$ cat config.mk
export PLATFORM = sky130hd
export DESIGN_NAME = ctmi_top
export DESIGN_NICKNAME = d
export VERILOG_FILES = /design/src/ctmi_pkg.sv /design/src/ctmi_top.sv
export VERILOG_INCLUDE_DIRS = /design/src
export SDC_FILE = /design/constraint.sdc
export NUM_CORES = 1
export LEC_CHECK = 0
export BUFFER_PORTS_ARGS = -buffer_cell sky130_fd_sc_hd__clkbuf_2
export CORE_ASPECT_RATIO = 2
export CORE_UTILIZATION = 56
export CTS_CLUSTER_DIAMETER = 150
export CTS_CLUSTER_SIZE = 20
export DETAILED_ROUTE_END_ITERATION = 8
export GPL_ROUTABILITY_DRIVEN = 0
export GPL_TIMING_DRIVEN = 0
export PLACE_DENSITY = 0.83
export SKIP_CTS_REPAIR_TIMING = 1
export SLEW_MARGIN = 10
export SYNTH_ARGS = -nofsm -noshare
export SYNTH_HDL_FRONTEND = slang
export SYNTH_SLANG_ARGS = --single-unit
$ cat constraint.sdc
create_clock -name aclk -period 4 [get_ports aclk]
set_input_delay 0.2 -clock aclk [delete_from_list [all_inputs] [get_ports aclk]]
set_output_delay 0.2 -clock aclk [all_outputs]
set_load 0.1 [all_outputs]
$ cat src/ctmi_map.svh
/*
 Register indices, field positions, reset values and timing figures
 of the clock timer. Assumes a 32-bit AXI4-Lite register bus.
*/
`ifndef CTMI_MAP_SVH
`define CTMI_MAP_SVH

// ==========================================================
// Bus
`define CTMI_ADDR_W 18
`define CTMI_RESP_OKAY 2'h0
`define CTMI_RESP_SLVERR 2'h2

// ==========================================================
// Register indices (byte address is four times the index)
`define CTMI_IDX_CTRL 16'hff78
`define CTMI_IDX_LOW 16'hff79
`define CTMI_IDX_HIGH 16'hff7a
`define CTMI_IDX_EN 16'hffe6
`define CTMI_IDX_FLAG 16'hfff6
`define CTMI_IDX_CLR 16'hfff0

// ==========================================================
// Fields and reset values
`define CTMI_CTRL_RUN 0
`define CTMI_CTRL_CLR 1
`define CTMI_TAP_32HZ 2
`define CTMI_TAP_8HZ 4
`define CTMI_TAP_2HZ 6
`define CTMI_TAP_1HZ 7
`define CTMI_CNT_RST 8'h00
`define CTMI_NIB_RST 4'h0
`define CTMI_RUN_RST 1'h0

// ==========================================================
// Timing
`define CTMI_CLK_HZ 20000000
`define CTMI_CLK_NS 50
`define CTMI_TICK_HZ 256
`define CTMI_HOLD_MIN_NS 480000

`endif

$ cat src/ctmi_pkg.sv
/*
 Types shared by the clock timer design.
 Assumes ctmi_map.svh holds the numeric constants.
*/
package ctmi_pkg;

	// ==========================================================
	// Register selection
	typedef enum logic [2:0] {
		CTMI_REG_NONE = 3'h0,
		CTMI_REG_CTRL = 3'h1,
		CTMI_REG_LOW = 3'h2,
		CTMI_REG_HIGH = 3'h3,
		CTMI_REG_EN = 3'h4,
		CTMI_REG_FLAG = 3'h5,
		CTMI_REG_CLR = 3'h6
	} ctmi_reg_e;

	// ==========================================================
	// High nibble freeze state
	typedef enum logic [0:0] {
		CTMI_FRZ_OFF = 1'h0,
		CTMI_FRZ_ON = 1'h1
	} ctmi_frz_e;

endpackage : ctmi_pkg

$ cat src/ctmi_top.sv
/*
 Clock timer with four tap interrupts behind an AXI4-Lite slave.
 Assumes a 20 MHz aclk, synchronous active-low reset, and a master
 that keeps at most one write and one read under way.
*/
// The implementer's own choice: the AXI4-Lite interface to the registers.
// Notes on behaviour
// - Count nibbles are read-only; writes ignored
// - Count bits run 128 Hz up to 1 Hz
// - Low read freezes high nibble, bounded time
// - Reset clears all count bits
// - Clear bit zeroes count; run bit takes bit 0 of the same write
// - Clear bit write-only, zero write no effect
// - Run bit starts or stops counting, readable
// - Stopped timer holds count, resumes from it
// - Reset leaves timer stopped
// - Four mask bits enable tap interrupts
// - Reset masks all tap interrupts
// - Four flag bits show tap events
// - Flag set on tap falling edge, unmasked
// - Writing one clears a flag
// - Reset clears all flags
`timescale 1ns/1ns
`include "ctmi_map.svh"

module ctmi_top #(
	parameter int TICK_CYCLES = `CTMI_CLK_HZ / `CTMI_TICK_HZ,
	parameter int HOLD_CYCLES = (`CTMI_HOLD_MIN_NS + `CTMI_CLK_NS - 1) / `CTMI_CLK_NS
)(
	// Clock and reset
	input wire logic aclk,
	input wire logic aresetn,
	// Write address channel
	input wire logic [`CTMI_ADDR_W-1:0] awaddr,
	input wire logic [2:0] awprot,
	input wire logic awvalid,
	output logic awready,
	// Write data channel
	input wire logic [31:0] wdata,
	input wire logic [3:0] wstrb,
	input wire logic wvalid,
	output logic wready,
	// Write response channel
	output logic [1:0] bresp,
	output logic bvalid,
	input wire logic bready,
	// Read address channel
	input wire logic [`CTMI_ADDR_W-1:0] araddr,
	input wire logic [2:0] arprot,
	input wire logic arvalid,
	output logic arready,
	// Read data channel
	output logic [31:0] rdata,
	output logic [1:0] rresp,
	output logic rvalid,
	input wire logic rready,
	// Interrupt
	output logic irq
);
	import ctmi_pkg::*;

	// ==========================================================
	// Constants
	localparam int PRE_W = $clog2(TICK_CYCLES + 1);
	localparam int HOLD_W = $clog2(HOLD_CYCLES + 1);
	localparam logic [PRE_W-1:0] PRE_LAST = PRE_W'(TICK_CYCLES - 1);
	localparam logic [HOLD_W-1:0] HOLD_LAST = HOLD_W'(HOLD_CYCLES - 1);

	// ==========================================================
	// Functions
	function automatic ctmi_reg_e reg_sel(input logic [`CTMI_ADDR_W-1:0] a);
		logic [15:0] idx;
		ctmi_reg_e r;
		idx = a[`CTMI_ADDR_W-1:2];
		r = CTMI_REG_NONE;
		if (a[1:0] == 2'h0)
		begin
			case (idx)
				`CTMI_IDX_CTRL: r = CTMI_REG_CTRL;
				`CTMI_IDX_LOW: r = CTMI_REG_LOW;
				`CTMI_IDX_HIGH: r = CTMI_REG_HIGH;
				`CTMI_IDX_EN: r = CTMI_REG_EN;
				`CTMI_IDX_FLAG: r = CTMI_REG_FLAG;
				`CTMI_IDX_CLR: r = CTMI_REG_CLR;
				default: r = CTMI_REG_NONE;
			endcase
		end
		return r;
	endfunction : reg_sel

	function automatic int tap_of(input int i);
		int t;
		case (i)
			0: t = `CTMI_TAP_32HZ;
			1: t = `CTMI_TAP_8HZ;
			2: t = `CTMI_TAP_2HZ;
			default: t = `CTMI_TAP_1HZ;
		endcase
		return t;
	endfunction : tap_of

	// ==========================================================
	// State
	logic awready_q;
	logic wready_q;
	logic bvalid_q;
	logic [1:0] bresp_q;
	logic [`CTMI_ADDR_W-1:0] awaddr_q;
	logic [31:0] wdata_q;
	logic [3:0] wstrb_q;
	logic arready_q;
	logic rvalid_q;
	logic [1:0] rresp_q;
	logic [31:0] rdata_q;
	logic irq_q;
	logic run_q;
	logic [7:0] cnt_q;
	logic [PRE_W-1:0] pre_q;
	ctmi_frz_e frz_q;
	logic [3:0] frz_val_q;
	logic [HOLD_W-1:0] hold_q;
	logic [3:0] en_q;
	logic [3:0] flag_q;

	// ==========================================================
	// Bus decode
	wire aw_go = awvalid & awready_q;
	wire w_go = wvalid & wready_q;
	wire ar_go = arvalid & arready_q;
	wire b_done = bvalid_q & bready;
	wire r_done = rvalid_q & rready;
	wire wr_go = !awready_q & !wready_q & !bvalid_q;
	wire ctmi_reg_e wr_sel = reg_sel(awaddr_q);
	wire ctmi_reg_e rd_sel = reg_sel(araddr);
	wire wr_lane = wr_go & wstrb_q[0];
	wire wr_ctrl = wr_lane && wr_sel == CTMI_REG_CTRL;
	wire wr_en = wr_lane && wr_sel == CTMI_REG_EN;
	wire wr_flag = wr_lane && (wr_sel == CTMI_REG_FLAG || wr_sel == CTMI_REG_CLR);
	wire wr_cnt = wr_go && (wr_sel == CTMI_REG_LOW || wr_sel == CTMI_REG_HIGH);
	wire [1:0] bresp_d = (wr_sel == CTMI_REG_NONE) ? `CTMI_RESP_SLVERR : `CTMI_RESP_OKAY;
	wire [1:0] rresp_d = (rd_sel == CTMI_REG_NONE) ? `CTMI_RESP_SLVERR : `CTMI_RESP_OKAY;

	// ==========================================================
	// Timer core
	wire clr_go = wr_ctrl & wdata_q[`CTMI_CTRL_CLR];
	wire tick = run_q && pre_q == PRE_LAST;
	wire [7:0] cnt_inc = cnt_q + 8'h01;
	wire run_d = wr_ctrl ? wdata_q[`CTMI_CTRL_RUN] : run_q;
	wire [PRE_W-1:0] pre_inc = pre_q + PRE_W'(1);
	wire [PRE_W-1:0] pre_d = (clr_go || tick) ? '0 : (run_q ? pre_inc : pre_q);
	// Counting is the only writer besides clear; bus writes to count never land
	wire [7:0] cnt_d = clr_go ? `CTMI_CNT_RST : (tick ? cnt_inc : cnt_q);

	// ==========================================================
	// High nibble freeze
	wire rd_low = ar_go && rd_sel == CTMI_REG_LOW;
	wire rd_high = ar_go && rd_sel == CTMI_REG_HIGH;
	wire frz_end = frz_q == CTMI_FRZ_ON && (rd_high || hold_q == '0);
	wire [HOLD_W-1:0] hold_dec = hold_q - HOLD_W'(1);
	wire [HOLD_W-1:0] hold_d = rd_low ? HOLD_LAST : (frz_end ? '0 : hold_dec);
	wire [3:0] frz_val_d = rd_low ? cnt_q[7:4] : frz_val_q;
	wire [3:0] high_view = (frz_q == CTMI_FRZ_ON) ? frz_val_q : cnt_q[7:4];
	ctmi_frz_e frz_d;

	always_comb
	begin
		frz_d = frz_q;
		case (frz_q)
			CTMI_FRZ_OFF: if (rd_low) frz_d = CTMI_FRZ_ON;
			CTMI_FRZ_ON: if (!rd_low && frz_end) frz_d = CTMI_FRZ_OFF;
			default: frz_d = CTMI_FRZ_OFF;
		endcase
	end

	// ==========================================================
	// Flags, masks and interrupt
	wire [3:0] flag_clr = wr_flag ? wdata_q[3:0] : 4'h0;
	wire [3:0] en_d = wr_en ? wdata_q[3:0] : en_q;
	wire [3:0] fall;
	wire [3:0] flag_d;

	genvar gi;
	generate
		for (gi = 0; gi < 4; gi++)
		begin : g_flag
			// Set wins over a clear landing in the same cycle
			assign fall[gi] = tick & cnt_q[tap_of(gi)] & ~cnt_inc[tap_of(gi)];
			assign flag_d[gi] = fall[gi] | (flag_q[gi] & ~flag_clr[gi]);
		end
	endgenerate

	wire irq_d = |(flag_d & en_d);

	// ==========================================================
	// Read data
	wire [3:0] rd_nib =
		(rd_sel == CTMI_REG_CTRL) ? {3'h0, run_q} :
		(rd_sel == CTMI_REG_LOW) ? cnt_q[3:0] :
		(rd_sel == CTMI_REG_HIGH) ? high_view :
		(rd_sel == CTMI_REG_EN) ? en_q :
		(rd_sel == CTMI_REG_FLAG) ? flag_q : `CTMI_NIB_RST;
	wire [31:0] rdata_d = {28'h0000000, rd_nib};

	// ==========================================================
	// Bus registers
	always_ff @(posedge aclk)
	begin
		if (!aresetn)
		begin
			awready_q <= 1'h1;
			wready_q <= 1'h1;
			bvalid_q <= 1'h0;
			bresp_q <= `CTMI_RESP_OKAY;
		end
		else
		begin
			if (aw_go) awready_q <= 1'h0;
			if (w_go) wready_q <= 1'h0;
			if (wr_go) bvalid_q <= 1'h1;
			if (wr_go) bresp_q <= bresp_d;
			if (b_done) bvalid_q <= 1'h0;
			if (b_done) awready_q <= 1'h1;
			if (b_done) wready_q <= 1'h1;
		end
	end

	always_ff @(posedge aclk)
	begin
		if (aw_go) awaddr_q <= awaddr;
		if (w_go) wdata_q <= wdata;
		if (w_go) wstrb_q <= wstrb;
	end

	always_ff @(posedge aclk)
	begin
		if (!aresetn)
		begin
			arready_q <= 1'h1;
			rvalid_q <= 1'h0;
			rresp_q <= `CTMI_RESP_OKAY;
			rdata_q <= 32'h00000000;
		end
		else if (ar_go)
		begin
			arready_q <= 1'h0;
			rvalid_q <= 1'h1;
			rresp_q <= rresp_d;
			rdata_q <= rdata_d;
		end
		else if (r_done)
		begin
			arready_q <= 1'h1;
			rvalid_q <= 1'h0;
		end
	end

	// ==========================================================
	// Timer registers
	always_ff @(posedge aclk)
	begin
		if (!aresetn)
		begin
			run_q <= `CTMI_RUN_RST;
			cnt_q <= `CTMI_CNT_RST;
			pre_q <= '0;
			en_q <= `CTMI_NIB_RST;
			flag_q <= `CTMI_NIB_RST;
			irq_q <= 1'h0;
			frz_q <= CTMI_FRZ_OFF;
			frz_val_q <= `CTMI_NIB_RST;
			hold_q <= '0;
		end
		else
		begin
			run_q <= run_d;
			cnt_q <= cnt_d;
			pre_q <= pre_d;
			en_q <= en_d;
			flag_q <= flag_d;
			irq_q <= irq_d;
			frz_q <= frz_d;
			frz_val_q <= frz_val_d;
			hold_q <= hold_d;
		end
	end

	// ==========================================================
	// Outputs
	assign awready = awready_q;
	assign wready = wready_q;
	assign bvalid = bvalid_q;
	assign bresp = bresp_q;
	assign arready = arready_q;
	assign rvalid = rvalid_q;
	assign rresp = rresp_q;
	assign rdata = rdata_q;
	assign irq = irq_q;
endmodule : ctmi_top

Word level (Yosys, flattened, before mapping)
Cells that the tools add are included.
- word-level logic and storage cells: 131
- RAM bits: 0
- bits in registers: 90
- memories: 0
- latch bits: 0
- bits in read-only memories: 0
- multipliers: 0
- add/subtract/negate cells: 3
- shift operators: 0
- eq/ne operators: 22
- mux-type cells: 23
- bitwise operators: 36
- divide/modulo/power cells: 0
- magnitude comparators: 0
- reductions and logical operators: 26
- operators with widths (cell ; number):
    == test 16 bit (second input constant) ; 12
    case mux 3 bit (6 select lines) ; 2
    two-way mux 4 bit ; 8
    two-way mux 14 bit ; 2
    AND 1 bit ; 21
    adder 17 x 1 -> 17 bit (second input constant) ; 1
    == test 17 bit (second input constant) ; 1
    == test 3 bit (second input constant) ; 5
    zero test 14 bit ; 1
    subtractor 14 x 1 -> 14 bit (second input constant) ; 1
    inverter 1 bit ; 10
    adder 8 x 1 -> 8 bit (second input constant) ; 1
    logical AND 1 bit ; 8
    == test 3 x 1 -> 1 bit (second input constant) ; 2
    == test 3 x 2 -> 1 bit (second input constant) ; 2
    zero test 3 bit ; 2
    two-way mux 1 bit ; 6
    two-way mux 3 bit ; 2
    OR reduction 2 bit ; 3
    AND 4 bit ; 1
    zero test 1 bit ; 4
    zero test 2 bit ; 2
    two-way mux 2 bit ; 2
    OR 1 bit ; 4
    other kinds (5) ; 7

Longest topological paths before layout
- depth in word-level cells: 12
- mapped depth: 10

Least setup slack after synthesis
OpenSTA, ideal clock, no wires.
- kind: reg2reg
- start point: reg bvalid_q, in the netlist bvalid
- end point: reg irq_q, in the netlist irq
- buffers on the path: 1
- stages on the path, launching flop included: 8
- arrival time: 2641 ps
- slack: 1240 ps
- clock period less this slack: 2760 ps
- cell sequence: dfxtp_1 or3_4 or4_4 buf_6 or4_1 a22oi_2 o32ai_1 a211o_1
- longest elaborated chain between the ends: 10
- ends and longest elaborated chain (element ; line ; source):
    start, declared ; ctmi_top.sv:106 ; logic bvalid_q;
    start signal, assigned ; ctmi_top.sv:212 ; bvalid_q <= 1'h0;
    start signal, assigned ; ctmi_top.sv:219 ; if (wr_go) bvalid_q <= 1'h1;
    start signal, assigned ; ctmi_top.sv:221 ; if (b_done) bvalid_q <= 1'h0;
    zero test 1 bit * ; ctmi_top.sv:132 ; wire wr_go = !awready_q & !wready_q & !bvalid_q;
    AND 1 bit * ; ctmi_top.sv:132 ;
    AND 1 bit * ; ctmi_top.sv:135 ; wire wr_lane = wr_go & wstrb_q[0];
    logical AND 1 bit ; ctmi_top.sv:138 ; wire wr_flag = wr_lane && (wr_sel == CTMI_REG_FLAG || wr_sel == CTMI_REG_CLR);
    two-way mux 4 bit ; ctmi_top.sv:177 ; wire [3:0] flag_clr = wr_flag ? wdata_q[3:0] : 4'h0;
    inverter 1 bit ; ctmi_top.sv:188 ; assign flag_d[gi] = fall[gi] | (flag_q[gi] & ~flag_clr[gi]);
    AND 1 bit ; ctmi_top.sv:188 ;
    OR 1 bit ; ctmi_top.sv:188 ;
    AND 4 bit * ; ctmi_top.sv:192 ; wire irq_d = |(flag_d & en_d);
    OR reduction 4 bit * ; ctmi_top.sv:192 ;
    end signal, assigned ; ctmi_top.sv:280 ; irq_q <= irq_d;
    end, declared ; ctmi_top.sv:115 ; logic irq_q;
Every way passes the cells marked *; elsewhere a longest branch is shown, timed or not.
A chain may end at the register's enable or synchronous reset.

Final worst setup path
- start point: reg hold_q[0]
- end point: reg hold_q[3]
- longest elaborated chain between the ends: 5
- ends and longest elaborated chain (element ; line ; source):
    start, declared ; ctmi_top.sv:121 ; logic [HOLD_W-1:0] hold_q;
    start signal, assigned ; ctmi_top.sv:283 ; hold_q <= hold_d;
    parallel branches: the longest is 3 deep, another holds subtractor 14 x 1 -> 14 bit ; n/a ;
    two-way mux 14 bit * (2 in series) ; ctmi_top.sv:160 ; wire [HOLD_W-1:0] hold_d = rd_low ? HOLD_LAST : (frz_end ? '0 : hold_dec);
Every way passes the cells marked *.

==> flow_summary_export.csv <==
group,metric,value,unit
timing,max_freq,392,MHz
pwr,ir_drop,0.000389,V
timing,tns,0,ns
pwr,p_leak,0.00202,uW
floorplanning,coreArea,7270,um^2
finish,nFillCells,575,
floorplanning,placement_rows,44,
timing,skew,0.00681,ns
timing,fin_crit,2.55,ns
grt,grt_pass1_vias,3233,
drt,drt-total-wl,8630,um
drt,dr.pass1.iters,4,
placed_design,dpl.hpwl,6600,um
finish,multi_input_area,2020,um^2
drt,vias,3400,
setup_path,start_kind,"register",
synthesis,syn_avg_cell_area,9.74,um^2
clock_tree,cts_buffers,9,
drt,ant_nets,0,
grt,grt_pass1_wl,14300,um
run_status,status,"complete, no violations",
timing,drv_slew,0,
setup_path,crit_buf_inv,2,
setup_path,crit_type,"register to register",
drt,drt-vias-per-instance,5.39,
synthesis,yosysSeqAreaShare,0.470,
placed_design,placed_cells,615,
worst_hold_path,hold_start,"wdata[3]",
finish,fin_cells,631,
grt,grt_overflow,0,
setup_path,slowest_delay,0.55,ns
synthesis,synth_area_leaders,"dfxtp_1, edfxtp_1, buf_4",
setup_path,worstPathMaxFanout,10,
flow_run,maxCapViolCount,0,
floorplanning,ios,127,
finish,area_delta_synth_final,19.2,%
synthesis,synthFlopType,"dfxtp_1",
timing,period_share,0.638,
floorplanning,die_w,63.5,um
timing,setup_viol,0,
synthesis,synth_cells,435,
floorplanning,initial_core_util,0.583,
setup_path,critPathTopFamily,"simple AND/OR/NAND/NOR gates",
finish,seqCellArea,1990,um^2
clock_tree,clockBufferDepth,2,
synthesis,synthDistinctLibCells,68,
grt,grt_max_degree,19,
synthesis,yosysWarningCount,0,
synthesis,synth_seq_cells,88,
setup_path,cp.arrival,2.77,ns
synthesis,synth_edf_count,23,
clock_tree,cts_tree,"yes",
drt,drtIter0Drc,164,
synthesis,yosysMostFrequentCell,"dfxtp_1",
drt,drc,0,
timing,rsz0062_at_grt,"no",
setup_path,r2r_start,"hold_q[0]$_SDFF_PN0_",
placed_design,numPortBuffers,59,
synthesis,synth_async_sr_flop_share,0,
timing,relSlewSlack,0.525,
floorplanning,die_area,7940,um^2
grt,antenna_found_initial,0,
setup_path,crit_required,4.21,ns
synthesis,synth_top_area_cell,"dfxtp_1",
setup_path,cp_slowest_cell,"or4b_1",
timing,finalHoldViolCount,0,
synthesis,netlist_area,4240,um^2
clock_tree,clk_pin_slew,0.06,ns
setup_path,cp_cell_sequence,"inv_1, ha_1, nor3b_1, nand3b_1, or4b_1, o311ai_0, clkbuf_1, o21ai_1",
finish,fin_nets,623,
setup_path,crit_start,"hold_q[0]$_SDFF_PN0_",
clock_tree,clock_sinks,88,
grt,grtUsageTotal,0.232,
finish,diodes,0,
synthesis,synth_top_area_frac,0.307,
finish,drive_gt1_frac,0.223,
setup_path,critPathCaptureType,"register",
timing,worstMarginPinSlew,0.712,ns
clock_tree,cts-htree-levels,3,
synthesis,yosys-top-cells-count,"dfxtp_1, nor2_1, nand2_1",
drt,wl_per_cell,13.7,um
floorplanning,dieHeight,125,um
clock_tree,clk_root_buffer_cell,"clkbuf_16",
worst_hold_path,min-delay-path-class,"input port to register",
pwr,pwr_density_cell,449,nW/um^2
clock_tree,clock_latency,0.34,ns
## flip-flops by register name (all words and copies together), names as in the netlist, 4 cells and up
register,flops
rdata,4
hold_q,14
flag_q,4
frz_val_q,4
awaddr_q,18
cnt_q,8
pre_q,17
wdata_q,4
en_q,4
## kinds of logic (layout without fill, tap and decap cells)
logic type | count (synthesis) | after routing | share of synthesized area
other | 1 | 30 | 0.000885
adders and majority gates | 4 | 4 | 0.0118
muxes | 14 | 14 | 0.0337
DFF | 88 | 88 | 0.470
buffers and inverters | 55 | 130 | 0.0789
AOI/OAI and AO/OA | 61 | 61 | 0.106
and+or+nand+nor | 177 | 177 | 0.226
xor gates and xnor gates | 35 | 35 | 0.0724
## per-layer routing
layer  track usage  vias up  share of wire
met5             0        -              0
met4         0.134        0          0.039
met3        0.0620       27          0.057
met2         0.420      124           0.56
met1         0.230     1576           0.35
li1              -     1673              -
## power breakdown
part | switching (uW) | total (uW) | internal, uW
clock | 338 | 820 | 482
sequential | 46.8 | 1020 | 978
combinational | 290 | 423 | 133
total | 675 | 2270 | 1590
## per-stage QoR
| stage | setup WS (ns) | hold slack, ns | instance area [um^2] | power (uW) | utilization |
|---|---|---|---|---|---|
| final | 1.45 | 0.0289 | 5050 | 2270 | 0.695 |
| after global routing | 1.11 | 0.0151 | 5050 | 2360 | 0.695 |
| after CTS | 1.41 | 0.0168 | 5050 | 2290 | 0.695 |
| after detailed placement | 1.43 | 0.379 | 4760 | 1460 | 0.654 |
| after global placement | 1.49 | 0.378 | 4760 | 1450 | 0.654 |
| after floorplan | 1.24 | 0.276 | 4350 | 1390 | - |
## path summary, 6_finish.rpt
| path | to | depth (start not counted) | slack, ns |
|---|---|---|---|
| min | wdata_q[3]$_DFFE_PP_ | 1 | 0.03 |
| min reg2reg | rdata[3]$_SDFFE_PN0P_ | 2 | 0.47 |
| max reg2reg | hold_q[3]$_SDFF_PN0_ | 8 | 1.45 |
| max | hold_q[3]$_SDFF_PN0_ | 8 | 1.45 |
## cells in the final DEF (no fill, tap or decap), types with 11 or more instances in the layout
cell type,Yosys,final
buf_4,31,31
nand2_1,34,34
nor3_1,11,11
mux2i_1,12,12
xor2_1,15,15
o21ai_1,11,11
a21oi_1,11,11
edfxtp_1,23,23
nor2_1,51,51
conb_1,1,30
inv_1,13,13
xnor2_1,20,20
nand3_1,11,11
clkbuf_2,0,59
dfxtp_1,65,65
## layout make-up
| cell class | instances | share of cell area |
|---|---|---|
| multi-input cells | 321 | 0.400 |
| well taps | 92 | 0.0228 |
| plain buffers | 42 | 0.0565 |
| inverters | 13 | 0.00966 |
| clock buffers | 9 | 0.0446 |
| repair buffers | 59 | 0.0585 |
| clock inverters | 7 | 0.0139 |
| flip-flops and latches | 88 | 0.394 |
No activity file was read; power rests on OpenSTA's default activity.
